==> src/hw/aspc_map.vh <==
// register offsets, field positions, reset values and timing counts
// assumes a 50 MHz system clock and 7-bit register offsets in book 0, page 0
`ifndef ASPC_MAP_VH
`define ASPC_MAP_VH
`define ASPC_CLK_HZ 50000000
`define ASPC_DC_PERSIST_MS 600
`define ASPC_OFF_PAGE 7'h00
`define ASPC_OFF_SOFT_RESET 7'h01
`define ASPC_OFF_MODULATION 7'h02
`define ASPC_OFF_POWER_STATE 7'h03
`define ASPC_OFF_FAULT_CLEAR_SYNC 7'h0d
`define ASPC_OFF_PAGE_INC 7'h0f
`define ASPC_OFF_SAMPLE_RATE 7'h28
`define ASPC_OFF_CLOCK_CHECK_MASK 7'h29
`define ASPC_OFF_ECHO_OUT 7'h30
`define ASPC_OFF_BITCLK_POL 7'h31
`define ASPC_OFF_PORT_FMT1 7'h33
`define ASPC_OFF_PORT_FMT2 7'h34
`define ASPC_OFF_PORT_FMT3 7'h35
`define ASPC_OFF_RATE_MON 7'h37
`define ASPC_OFF_BITCLK_MON 7'h38
`define ASPC_OFF_CLOCK_RESULT 7'h39
`define ASPC_OFF_VOLUME 7'h4c
`define ASPC_OFF_RAMP_CFG 7'h4e
`define ASPC_OFF_RAMP_CFG2 7'h4f
`define ASPC_OFF_ANALOG_BW 7'h53
`define ASPC_OFF_AMP_GAIN 7'h54
`define ASPC_OFF_COEF_WR 7'h5c
`define ASPC_OFF_PIN_A 7'h62
`define ASPC_OFF_PIN_B 7'h63
`define ASPC_OFF_PIN_C 7'h64
`define ASPC_OFF_CHIP_ID 7'h67
`define ASPC_OFF_PHASE 7'h6a
`define ASPC_OFF_SPREAD0 7'h6b
`define ASPC_OFF_SPREAD1 7'h6c
`define ASPC_OFF_SPREAD2 7'h6d
`define ASPC_OFF_SPREAD3 7'h6e
`define ASPC_OFF_SPREAD4 7'h6f
`define ASPC_OFF_CHANNEL_FAULT_FLAGS 7'h70
`define ASPC_OFF_SUPPLY_FAULT 7'h71
`define ASPC_OFF_THERMAL_FAULT 7'h72
`define ASPC_OFF_THERMAL_WARN 7'h73
`define ASPC_OFF_PIN_CFG1 7'h74
`define ASPC_OFF_PIN_CFG2 7'h75
`define ASPC_OFF_MISC 7'h76
`define ASPC_OFF_FAULT_CLEAR 7'h78
`define ASPC_OFF_BOOK 7'h7f
`define ASPC_RST_POWER_STATE 8'h10
`define ASPC_RST_PORT_FMT1 8'h02
`define ASPC_RST_DEFAULT 8'h00
`define ASPC_MASK_SOFT_RESET 8'he0
`define ASPC_MASK_FAULT_CLEAR_SYNC 8'hfe
`define ASPC_BIT_SOFT_RESET_REGS 0
`define ASPC_BIT_BRIDGE_PARALLEL 2
`define ASPC_BIT_MUTE 3
`define ASPC_BIT_SLEEP_ON_CLOCK_FAULT 6
`define ASPC_BIT_CLEAR_FAULT 0
`define ASPC_BIT_OT_AUTO_RECOVER 0
`define ASPC_BIT_DC_FAULT 2
`define ASPC_BIT_UV_FAULT 0
`define ASPC_BIT_OV_FAULT 1
`define ASPC_BIT_CLOCK_FAULT 2
`define ASPC_BIT_OT_FAULT 0
`define ASPC_ST_DEEP_SLEEP 2'h0
`define ASPC_ST_SLEEP 2'h1
`define ASPC_ST_HIZ 2'h2
`define ASPC_ST_PLAY 2'h3
`define ASPC_VOL_MUTED 8'hff
`endif

==> src/hw/aspc_ctrl.v <==
// amplifier state, protection and soft volume control with a control-port slave
// assumes analog comparators give level fault indications and audio samples
// arrive on the system clock; pins and the sample clock are asynchronous
`include "aspc_map.vh"
`default_nettype none

module aspc_sync #(
	parameter W = 1,
	parameter [W-1:0] INIT = {W{1'b0}}
)(
	input wire clk_i,
	input wire rst_i,
	input wire [W-1:0] d_i,
	output wire [W-1:0] q_o
);
	reg [W-1:0] s1_reg;
	reg [W-1:0] s2_reg;
	always @(posedge clk_i or posedge rst_i) begin
		if (rst_i) begin
			s1_reg <= INIT;
			s2_reg <= INIT;
		end else begin
			s1_reg <= d_i;
			s2_reg <= s1_reg;
		end
	end
	assign q_o = s2_reg;
endmodule // aspc_sync

// Function
// - state field 11 in the power-state register keeps the device playing.
// - state field codes: 00 deep sleep, 01 sleep, 10 hi-Z, 11 play.
// - DC offset persisting over 600ms pulls fault pin low, forces hi-Z, flags 0x70.
// - DC flag and hi-Z hold until software clears through 0x78.
// - over-temperature forces hi-Z and sets the thermal shutdown flag.
// - auto-recovery resumes play on cooling, otherwise only after a fault clear.
// - supply over-voltage forces hi-Z and sets the over-voltage flag.
// - play resumes when over-voltage ends; flag stays until cleared.
// - under-voltage forces hi-Z, sets flag; play resumes, flag held until cleared.
// - writing 1 to bit 0 of the fault-clear register clears latched flags.
// - ramp steps volume once per sample period by 0.5dB.
// - mute bit ramps volume down smoothly; clearing ramps it back up.
// - paralleled bridge drives both pairs from left-frame samples.
// - with sleep on clock fault enabled, a clock fault forces deep sleep.
module aspc_ctrl #(
	parameter [6:0] I2C_ADDR = 7'h4c,
	parameter [7:0] CHIP_ID = 8'h5a, // arbitrary value
	parameter [31:0] DC_PERSIST_CYCLES = `ASPC_DC_PERSIST_MS * (`ASPC_CLK_HZ / 1000)
)(
	input wire SYS_CLK_I,
	input wire RST_I,
	input wire SCL_I,
	input wire SDA_I,
	output wire SDA_O,
	output wire SDA_OE_O,
	input wire POWER_DOWN_N_I,
	input wire LRCLK_I,
	input wire DC_OFFSET_I,
	input wire OVER_TEMP_I,
	input wire TEMP_COOLED_I,
	input wire OVER_VOLT_I,
	input wire UNDER_VOLT_I,
	input wire CLOCK_FAULT_I,
	input wire SAMPLE_VALID_I,
	input wire [23:0] LEFT_SAMPLE_I,
	input wire [23:0] RIGHT_SAMPLE_I,
	output reg [23:0] OUT_A_O,
	output reg [23:0] OUT_B_O,
	output reg [7:0] VOLUME_O,
	output reg [1:0] POWER_STATE_O,
	output reg SHUTDOWN_O,
	output reg OUT_HIZ_O,
	output wire FAULT_O,
	output reg FAULT_OE_O
);
	localparam S_IDLE = 3'h0;
	localparam S_ADDR = 3'h1;
	localparam S_AACK = 3'h2;
	localparam S_WR = 3'h3;
	localparam S_WACK = 3'h4;
	localparam S_RD = 3'h5;
	localparam S_RACK = 3'h6;

	wire [9:0] syn;
	reg scl_d_reg;
	reg sda_d_reg;
	reg lr_d_reg;
	reg ckf_d_reg;
	reg [7:0] regs [0:127];
	reg [2:0] st_reg;
	reg [2:0] cnt_reg;
	reg [7:0] sh_reg;
	reg [6:0] ptr_reg;
	reg first_reg;
	reg rw_reg;
	reg oe_reg;
	reg full_reg;
	reg nack_reg;
	reg wr_reg;
	reg [6:0] wa_reg;
	reg [7:0] wd_reg;
	reg [31:0] dc_cnt_reg;
	reg dc_flag_reg;
	reg ot_flag_reg;
	reg ot_hold_reg;
	reg ov_flag_reg;
	reg uv_flag_reg;
	reg ck_flag_reg;
	reg [7:0] rdata;
	reg [7:0] vol_next;
	integer i;

	aspc_sync #(.W(10), .INIT(10'h003)) u_sync (
		.clk_i(SYS_CLK_I),
		.rst_i(RST_I),
		.d_i({CLOCK_FAULT_I, UNDER_VOLT_I, OVER_VOLT_I, TEMP_COOLED_I, OVER_TEMP_I,
			DC_OFFSET_I, LRCLK_I, POWER_DOWN_N_I, SDA_I, SCL_I}),
		.q_o(syn)
	);

	wire scl_s = syn[0];
	wire sda_s = syn[1];
	wire pdn_s = syn[2];
	wire lr_s = syn[3];
	wire dc_s = syn[4];
	wire ot_s = syn[5];
	wire cool_s = syn[6];
	wire ov_s = syn[7];
	wire uv_s = syn[8];
	wire ckf_s = syn[9];

	wire scl_rise = scl_s & ~scl_d_reg;
	wire scl_fall = ~scl_s & scl_d_reg;
	wire bus_start = scl_s & scl_d_reg & sda_d_reg & ~sda_s;
	wire bus_stop = scl_s & scl_d_reg & ~sda_d_reg & sda_s;
	wire sample_tick = lr_s & ~lr_d_reg;
	wire ckf_rise = ckf_s & ~ckf_d_reg;
	wire page0 = (regs[`ASPC_OFF_PAGE] == 8'h00) && (regs[`ASPC_OFF_BOOK] == 8'h00);

	function is_rw;
		input [6:0] a;
		begin
			case (a)
			`ASPC_OFF_PAGE, `ASPC_OFF_SOFT_RESET, `ASPC_OFF_MODULATION,
			`ASPC_OFF_POWER_STATE, `ASPC_OFF_FAULT_CLEAR_SYNC, `ASPC_OFF_PAGE_INC,
			`ASPC_OFF_SAMPLE_RATE, `ASPC_OFF_CLOCK_CHECK_MASK, `ASPC_OFF_ECHO_OUT,
			`ASPC_OFF_BITCLK_POL, `ASPC_OFF_PORT_FMT1, `ASPC_OFF_PORT_FMT2,
			`ASPC_OFF_PORT_FMT3, `ASPC_OFF_VOLUME, `ASPC_OFF_RAMP_CFG,
			`ASPC_OFF_RAMP_CFG2, `ASPC_OFF_ANALOG_BW, `ASPC_OFF_AMP_GAIN,
			`ASPC_OFF_COEF_WR, `ASPC_OFF_PIN_A, `ASPC_OFF_PIN_B, `ASPC_OFF_PIN_C,
			`ASPC_OFF_PHASE, `ASPC_OFF_SPREAD0, `ASPC_OFF_SPREAD1, `ASPC_OFF_SPREAD2,
			`ASPC_OFF_SPREAD3, `ASPC_OFF_SPREAD4, `ASPC_OFF_PIN_CFG1,
			`ASPC_OFF_PIN_CFG2, `ASPC_OFF_MISC, `ASPC_OFF_BOOK: is_rw = 1'b1;
			default: is_rw = 1'b0;
			endcase
		end
	endfunction

	function [7:0] rst_val;
		input [6:0] a;
		begin
			case (a)
			`ASPC_OFF_POWER_STATE: rst_val = `ASPC_RST_POWER_STATE;
			`ASPC_OFF_PORT_FMT1: rst_val = `ASPC_RST_PORT_FMT1;
			default: rst_val = `ASPC_RST_DEFAULT;
			endcase
		end
	endfunction

	// write-only and self-clearing bits are never stored
	function [7:0] keep_mask;
		input [6:0] a;
		begin
			case (a)
			`ASPC_OFF_SOFT_RESET: keep_mask = `ASPC_MASK_SOFT_RESET;
			`ASPC_OFF_FAULT_CLEAR_SYNC: keep_mask = `ASPC_MASK_FAULT_CLEAR_SYNC;
			default: keep_mask = 8'hff;
			endcase
		end
	endfunction

	wire acc_ok = page0 || (wa_reg == `ASPC_OFF_PAGE) || (wa_reg == `ASPC_OFF_BOOK);
	// unmapped offsets drop writes, so reserved locations cannot be disturbed
	wire wr_ok = wr_reg && acc_ok && is_rw(wa_reg);
	wire soft_rst = wr_ok && (wa_reg == `ASPC_OFF_SOFT_RESET) &&
		wd_reg[`ASPC_BIT_SOFT_RESET_REGS];
	wire fault_clr = wr_reg && page0 && wd_reg[`ASPC_BIT_CLEAR_FAULT] &&
		((wa_reg == `ASPC_OFF_FAULT_CLEAR) || (wa_reg == `ASPC_OFF_FAULT_CLEAR_SYNC));
	wire [7:0] pwr = regs[`ASPC_OFF_POWER_STATE];
	wire [1:0] req_state = pwr[1:0];
	wire ot_auto = regs[`ASPC_OFF_MISC][`ASPC_BIT_OT_AUTO_RECOVER];
	wire hiz_force = dc_flag_reg | ot_hold_reg | ov_s | uv_s;
	wire play = pdn_s && (req_state == `ASPC_ST_PLAY) && !hiz_force;
	wire bridge_par = regs[`ASPC_OFF_MODULATION][`ASPC_BIT_BRIDGE_PARALLEL];
	// a requested state other than play also ramps the volume down, while hi-Z follows at once
	wire vol_down = pwr[`ASPC_BIT_MUTE] || (req_state != `ASPC_ST_PLAY);
	wire [7:0] vol_target = vol_down ? `ASPC_VOL_MUTED : regs[`ASPC_OFF_VOLUME];

	always @* begin
		rdata = 8'h00;
		if (page0 || ptr_reg == `ASPC_OFF_PAGE || ptr_reg == `ASPC_OFF_BOOK) begin
			case (ptr_reg)
			`ASPC_OFF_CHANNEL_FAULT_FLAGS: rdata[`ASPC_BIT_DC_FAULT] = dc_flag_reg;
			`ASPC_OFF_SUPPLY_FAULT: rdata = {5'h00, ck_flag_reg, ov_flag_reg, uv_flag_reg};
			`ASPC_OFF_THERMAL_FAULT: rdata[`ASPC_BIT_OT_FAULT] = ot_flag_reg;
			`ASPC_OFF_CLOCK_RESULT: rdata[`ASPC_BIT_CLOCK_FAULT] = ckf_s;
			`ASPC_OFF_CHIP_ID: rdata = CHIP_ID;
			`ASPC_OFF_FAULT_CLEAR: rdata = 8'h00;
			default: rdata = regs[ptr_reg];
			endcase
		end
	end

	always @(posedge SYS_CLK_I or posedge RST_I) begin
		if (RST_I) begin
			scl_d_reg <= 1'b1;
			sda_d_reg <= 1'b1;
			lr_d_reg <= 1'b0;
			ckf_d_reg <= 1'b0;
		end else begin
			scl_d_reg <= scl_s;
			sda_d_reg <= sda_s;
			lr_d_reg <= lr_s;
			ckf_d_reg <= ckf_s;
		end
	end

	// control-port slave: bits taken on SCL rise, SDA changed after SCL fall
	always @(posedge SYS_CLK_I or posedge RST_I) begin
		if (RST_I) begin
			st_reg <= S_IDLE;
			cnt_reg <= 3'h0;
			sh_reg <= 8'h00;
			ptr_reg <= 7'h00;
			first_reg <= 1'b0;
			rw_reg <= 1'b0;
			oe_reg <= 1'b0;
			full_reg <= 1'b0;
			nack_reg <= 1'b0;
			wr_reg <= 1'b0;
			wa_reg <= 7'h00;
			wd_reg <= 8'h00;
		end else begin
			wr_reg <= 1'b0;
			if (bus_start) begin
				st_reg <= S_ADDR;
				cnt_reg <= 3'h0;
				full_reg <= 1'b0;
				first_reg <= 1'b1;
				oe_reg <= 1'b0;
			end else if (bus_stop) begin
				st_reg <= S_IDLE;
				oe_reg <= 1'b0;
			end else begin
				case (st_reg)
				S_ADDR, S_WR: begin
					if (scl_rise) begin
						sh_reg <= {sh_reg[6:0], sda_s};
						cnt_reg <= cnt_reg + 3'h1;
						full_reg <= (cnt_reg == 3'h7);
					end else if (scl_fall && full_reg) begin
						full_reg <= 1'b0;
						if (st_reg == S_ADDR) begin
							if (sh_reg[7:1] == I2C_ADDR) begin
								rw_reg <= sh_reg[0];
								oe_reg <= 1'b1;
								st_reg <= S_AACK;
							end else begin
								st_reg <= S_IDLE;
							end
						end else begin
							oe_reg <= 1'b1;
							st_reg <= S_WACK;
							first_reg <= 1'b0;
							if (first_reg) begin
								ptr_reg <= sh_reg[6:0];
							end else begin
								wr_reg <= 1'b1;
								wa_reg <= ptr_reg;
								wd_reg <= sh_reg;
								ptr_reg <= ptr_reg + 7'h01;
							end
						end
					end
				end
				S_AACK, S_WACK: begin
					if (scl_fall) begin
						cnt_reg <= 3'h0;
						if (st_reg == S_AACK && rw_reg) begin
							sh_reg <= rdata;
							oe_reg <= ~rdata[7];
							st_reg <= S_RD;
						end else begin
							oe_reg <= 1'b0;
							st_reg <= S_WR;
						end
					end
				end
				S_RD: begin
					if (scl_rise) begin
						cnt_reg <= cnt_reg + 3'h1;
						full_reg <= (cnt_reg == 3'h7);
					end else if (scl_fall) begin
						if (full_reg) begin
							full_reg <= 1'b0;
							oe_reg <= 1'b0;
							ptr_reg <= ptr_reg + 7'h01;
							st_reg <= S_RACK;
						end else begin
							sh_reg <= {sh_reg[6:0], 1'b0};
							oe_reg <= ~sh_reg[6];
						end
					end
				end
				S_RACK: begin
					if (scl_rise) begin
						nack_reg <= sda_s;
					end else if (scl_fall) begin
						if (!nack_reg) begin
							sh_reg <= rdata;
							oe_reg <= ~rdata[7];
							cnt_reg <= 3'h0;
							st_reg <= S_RD;
						end else begin
							st_reg <= S_IDLE;
						end
					end
				end
				default: st_reg <= S_IDLE;
				endcase
			end
		end
	end

	assign SDA_O = 1'b0;
	assign SDA_OE_O = oe_reg;
	assign FAULT_O = 1'b0;

	always @(posedge SYS_CLK_I or posedge RST_I) begin
		if (RST_I) begin
			for (i = 0; i < 128; i = i + 1)
				regs[i] <= rst_val(i[6:0]);
		end else begin
			if (soft_rst) begin
				for (i = 0; i < 128; i = i + 1)
					regs[i] <= rst_val(i[6:0]);
			end else if (wr_ok) begin
				regs[wa_reg] <= wd_reg & keep_mask(wa_reg);
			end
			// hardware wins over a software write in the same cycle
			if (ckf_rise && pwr[`ASPC_BIT_SLEEP_ON_CLOCK_FAULT])
				regs[`ASPC_OFF_POWER_STATE][1:0] <= `ASPC_ST_DEEP_SLEEP;
		end
	end

	// fault flags: a live fault condition wins over a clear in the same cycle
	always @(posedge SYS_CLK_I or posedge RST_I) begin
		if (RST_I) begin
			dc_cnt_reg <= 32'h0;
			dc_flag_reg <= 1'b0;
			ot_flag_reg <= 1'b0;
			ot_hold_reg <= 1'b0;
			ov_flag_reg <= 1'b0;
			uv_flag_reg <= 1'b0;
			ck_flag_reg <= 1'b0;
		end else begin
			if (!dc_s)
				dc_cnt_reg <= 32'h0;
			else if (dc_cnt_reg < DC_PERSIST_CYCLES)
				dc_cnt_reg <= dc_cnt_reg + 32'h1;
			if (dc_s && dc_cnt_reg >= DC_PERSIST_CYCLES)
				dc_flag_reg <= 1'b1;
			else if (fault_clr)
				dc_flag_reg <= 1'b0;
			if (ot_s)
				ot_flag_reg <= 1'b1;
			else if (fault_clr)
				ot_flag_reg <= 1'b0;
			if (ot_s)
				ot_hold_reg <= 1'b1;
			else if ((ot_auto && cool_s) || (!ot_auto && fault_clr))
				ot_hold_reg <= 1'b0;
			if (ov_s)
				ov_flag_reg <= 1'b1;
			else if (fault_clr)
				ov_flag_reg <= 1'b0;
			if (uv_s)
				uv_flag_reg <= 1'b1;
			else if (fault_clr)
				uv_flag_reg <= 1'b0;
			if (ckf_s)
				ck_flag_reg <= 1'b1;
			else if (fault_clr)
				ck_flag_reg <= 1'b0;
		end
	end

	// one attenuation code is 0.5dB; 0xff is treated as full mute
	always @* begin
		vol_next = VOLUME_O;
		if (sample_tick) begin
			if (VOLUME_O < vol_target)
				vol_next = VOLUME_O + 8'h01;
			else if (VOLUME_O > vol_target)
				vol_next = VOLUME_O - 8'h01;
		end
	end

	always @(posedge SYS_CLK_I or posedge RST_I) begin
		if (RST_I) begin
			VOLUME_O <= `ASPC_VOL_MUTED;
			OUT_A_O <= 24'h000000;
			OUT_B_O <= 24'h000000;
			POWER_STATE_O <= `ASPC_ST_DEEP_SLEEP;
			SHUTDOWN_O <= 1'b1;
			OUT_HIZ_O <= 1'b1;
			FAULT_OE_O <= 1'b0;
		end else begin
			VOLUME_O <= vol_next;
			POWER_STATE_O <= req_state;
			SHUTDOWN_O <= ~pdn_s;
			OUT_HIZ_O <= ~play;
			FAULT_OE_O <= dc_flag_reg;
			if (SAMPLE_VALID_I) begin
				if (!play || VOLUME_O == `ASPC_VOL_MUTED) begin
					OUT_A_O <= 24'h000000;
					OUT_B_O <= 24'h000000;
				end else begin
					OUT_A_O <= LEFT_SAMPLE_I;
					OUT_B_O <= bridge_par ? LEFT_SAMPLE_I : RIGHT_SAMPLE_I;
				end
			end
		end
	end
endmodule // aspc_ctrl
`default_nettype wire

==> config.mk <==
export PLATFORM = sky130hd
export DESIGN_NAME = aspc_ctrl
export DESIGN_NICKNAME = d
export VERILOG_FILES = /design/src/hw/aspc_ctrl.v
export VERILOG_INCLUDE_DIRS = /design/src /design/src/hw
export SDC_FILE = /design/constraint.sdc
export NUM_CORES = 2
export LEC_CHECK = 0
export BUFFER_PORTS_ARGS = -buffer_cell sky130_fd_sc_hd__buf_2
export CAP_MARGIN = 30
export CORE_MARGIN = 2
export CORE_UTILIZATION = 65
export CTS_BUF_LIST = sky130_fd_sc_hd__clkbuf_8
export CTS_CLUSTER_SIZE = 24
export DETAILED_ROUTE_END_ITERATION = 8
export GPL_ROUTABILITY_DRIVEN = 0
export PLACE_DENSITY = 0.81
export SLEW_MARGIN = 20
export SYNTH_ARGS = -nofsm -noshare
export SYNTH_HDL_FRONTEND = slang
export SYNTH_SLANG_ARGS = --single-unit
==> constraint.sdc <==
create_clock -name SYS_CLK_I -period 41.7 [get_ports SYS_CLK_I]
set_input_delay 0 -clock SYS_CLK_I [delete_from_list [all_inputs] [get_ports SYS_CLK_I]]
set_output_delay 0 -clock SYS_CLK_I [all_outputs]
set_load 0.02 [all_outputs]
==> results.sh <==
export IMPL_fmax_ghz=0.194
export IMPL_antenna_found_initial=14
export IMPL_period_share_pct=12.3
export IMPL_final_nets=4326
export IMPL_internal_power_mw=1.76
export IMPL_power_density_nw_per_um2=40.0
export IMPL_cts_buffers=185
export IMPL_synth_edff_count=0
export IMPL_sw_frac_of_total_pct=24.7
export IMPL_rows=102
export IMPL_route_detailed_drc=0
export IMPL_cp_start_kind="register"
export IMPL_dp_slack_ns=36.45
export IMPL_period_minus_slack_ns=5.15
export IMPL_drt_iter0_markers=4324
export IMPL_end_kind="register"
export IMPL_clock_latency_ns=0.90
export IMPL_ys_ff_latch=1189
export IMPL_synth_area_sq_um=51000
export IMPL_layout_common_cells="1168 x dfrtp_1, 793 x and2_1, 271 x nor2_1, 263 x mux4_2, 239 x mux2i_1"
export IMPL_root_buffer="clkbuf_8"
export IMPL_vias_per_cell=6.34
export IMPL_hp_class="input port to register"
export IMPL_die_width_um=284
export IMPL_power_mw=2.33
export IMPL_endpoint="sh_reg[6]"
export IMPL_status="finished clean"
export IMPL_clockPowerShare_pct=44.8
export IMPL_skew_ns=0.0617
export IMPL_path_class="register to register"
export IMPL_synthFlopType="dfrtp_1"
export IMPL_cts_sinks=1189
export IMPL_worst_slew_pin_slew_ns=1.10
export IMPL_cts_tree="yes"
export IMPL_reg2reg_depth=9
export IMPL_crit_arrival_ns=5.85
export IMPL_vias=34500
export IMPL_final_antenna_net_count=0
export IMPL_r2r_end="sh_reg[6]"
export IMPL_seq_area_frac_synth_pct=58.4
export IMPL_hold_viol_final=0
export IMPL_start_util_pct=65.8
export IMPL_postLayoutCellArea_sq_um=58300
export IMPL_crit_start="ptr_reg[0]"
export IMPL_synthToLayoutAreaGrowth_pct=14.3
export IMPL_avgSynthCellArea_sq_um=12.8
export IMPL_ir_drop_uv=28.6
export IMPL_async_flop_share_pct=100
export IMPL_setup_viol=0
export IMPL_cts_max_path_buffers=3
export IMPL_clk_pin_slew_worst_paths_ns=0.06
export IMPL_ios=125
export IMPL_yosys_warnings=0
export IMPL_drt_pass1_iter_count=8
export IMPL_drive_gt1_share_pct=18.7
export IMPL_worstPathRequired_ns=42.41
export IMPL_ctsHoldBuffers=167
export IMPL_tns_ns=0
export IMPL_post_dp_cell_area_sq_um=52300
export IMPL_n_fill_cell=4533
export IMPL_grtUsageTotal_pct=34.6
export IMPL_wl_um=139000
export IMPL_slew_limit_headroom_pct=26.6
export IMPL_fin_util_pct=75.1
export IMPL_die_h_um=284
export IMPL_htree_levels=4
export IMPL_overflow=0
export IMPL_p_sw_mw=0.575
export IMPL_layout_setup_ws_ns=36.55
export IMPL_rsz0062_at_grt="false"
export IMPL_cts_setup_buffers=0
export IMPL_grt_pass1_vias=35500
export IMPL_cp_max_fo=40
export IMPL_synth_cell_type_count=73
export IMPL_pwr_share_seq_pct=50.9
export IMPL_maxCapViolCount=0
export IMPL_final_common_cell="dfrtp_1"
export IMPL_p_leak_nw=29.0
export IMPL_combPwrFrac_pct=4.3
export IMPL_timing_rr_start="ptr_reg[0]"
export IMPL_place_hpwl_um=72400
export IMPL_largest_reg_flops=1014
export IMPL_grt_max_degree=188
export IMPL_slew_violations=0
export IMPL_core_sq_um=77600
export IMPL_post_cts_resized=0
export IMPL_die_area_sq_um=80800
export IMPL_post_drt_wl_per_cell_um=25.5
export IMPL_syn_instance_count=3981
export IMPL_portBuffers=122
export IMPL_grt_pass1_wl_um=213000
export IMPL_r2r_slack_ns=36.55
[worst min-delay path by stage]
| stage | startpoint | end | slack, ns | cells after the start |
|---|---|---|---|---|
| after detailed placement | SDA_I | u_sync.s1_reg[1] | 0.11 | 1 |
| after CTS | DC_OFFSET_I | u_sync.s1_reg[4] | 0.28 | 3 |
| final | DC_OFFSET_I | u_sync.s1_reg[4] | 0.33 | 3 |
| after global placement | SCL_I | u_sync.s1_reg[0] | 0.10 | 1 |
| after global routing | OVER_TEMP_I | u_sync.s1_reg[5] | 0.34 | 3 |
| after floorplan | SCL_I | u_sync.s1_reg[0] | 0.004 | 0 |
[synth_stat cells (11+ instances only)]
library cell | number | share of area (%)
a21o_1 | 12 | 0.18
o21ai_0 | 122 | 1.2
or3_1 | 12 | 0.15
nor3_1 | 39 | 0.38
a22o_1 | 21 | 0.36
nand2_1 | 121 | 0.89
mux2i_1 | 239 | 4.7
buf_1 | 18 | 0.13
mux2_2 | 21 | 0.46
dfstp_2 | 18 | 0.93
buf_2 | 51 | 0.50
buf_4 | 13 | 0.19
mux4_2 | 263 | 12
o22ai_1 | 39 | 0.48
nand4_1 | 16 | 0.20
ha_1 | 25 | 0.61
nor4_1 | 13 | 0.16
clkbuf_1 | 206 | 1.5
a221oi_1 | 31 | 0.53
nand2b_1 | 11 | 0.13
nor2_1 | 273 | 2.0
a22oi_1 | 31 | 0.46
a21oi_1 | 82 | 0.80
nand3_1 | 90 | 0.88
xnor2_1 | 15 | 0.26
nor2b_1 | 17 | 0.21
and2_1 | 794 | 9.7
inv_1 | 81 | 0.60
dfrtp_1 | 1171 | 57
[cells by family (layout without fill, tap and decap cells)]
group	Yosys count	in the layout	share of synthesized area (%)
DFF	1189	1189	58.4
muxes	531	531	17.0
other	1	13	0.00735
adders and majority gates	26	26	0.652
buffers and inverters	371	777	2.95
and+or+nand+nor	1440	1440	15.6
xor gates and xnor gates	24	24	0.412
AOI/OAI and AO/OA	399	399	5.02
[power groups by stage]
stage	clock [mW]	sequential (mW)	combinational, mW
after floorplan	0	1.20	0.0579
after global placement	0	1.21	0.0808
after detailed placement	0	1.21	0.0838
after CTS	1.03	1.18	0.0926
after global routing	1.11	1.19	0.110
final	1.04	1.19	0.100
[final cells by class]
class	instances	area (sq um)	share of cell area (%)
Sequential cell	1189	29800	51.1
Tap cell	1040	1300	2.23
Antenna cell	11	27.5	0.0472
Clock buffer	238	3280	5.62
Clock inverter	98	671	1.15
Multi-Input combinational cell	2422	19800	34.0
Inverter	83	319	0.547
Timing Repair Buffer	358	3110	5.33
[routing by layer]
metal | vias up | wire (um) | track usage, %
li1 | 14400 | - | -
met1 | 17500 | 52800 | 46.2
met2 | 1927 | 62900 | 51.1
met3 | 664 | 13300 | 9.54
met4 | 16 | 9780 | 21.3
met5 | - | 110 | 0
[worst max-delay path, stage by stage, from the launching register on]
cell,delay [ns]
dfrtp_4,0.77
buf_4,0.68
buf_4,0.77
buf_4,0.74
mux4_2,0.59
a22o_1,0.23
a221oi_1,0.49
o22ai_1,0.23
nor3_1,0.23
o32ai_1,0.13
[per-stage QoR]
stage               hold WS [ns]  instances
floorplan                0.00448       3982
global placement           0.104       4909
detailed placement         0.108       4913
CTS                        0.278       5416
global route               0.340       5432
finish                     0.327       5439
Note: power is estimated with default switching activity, not from simulation.
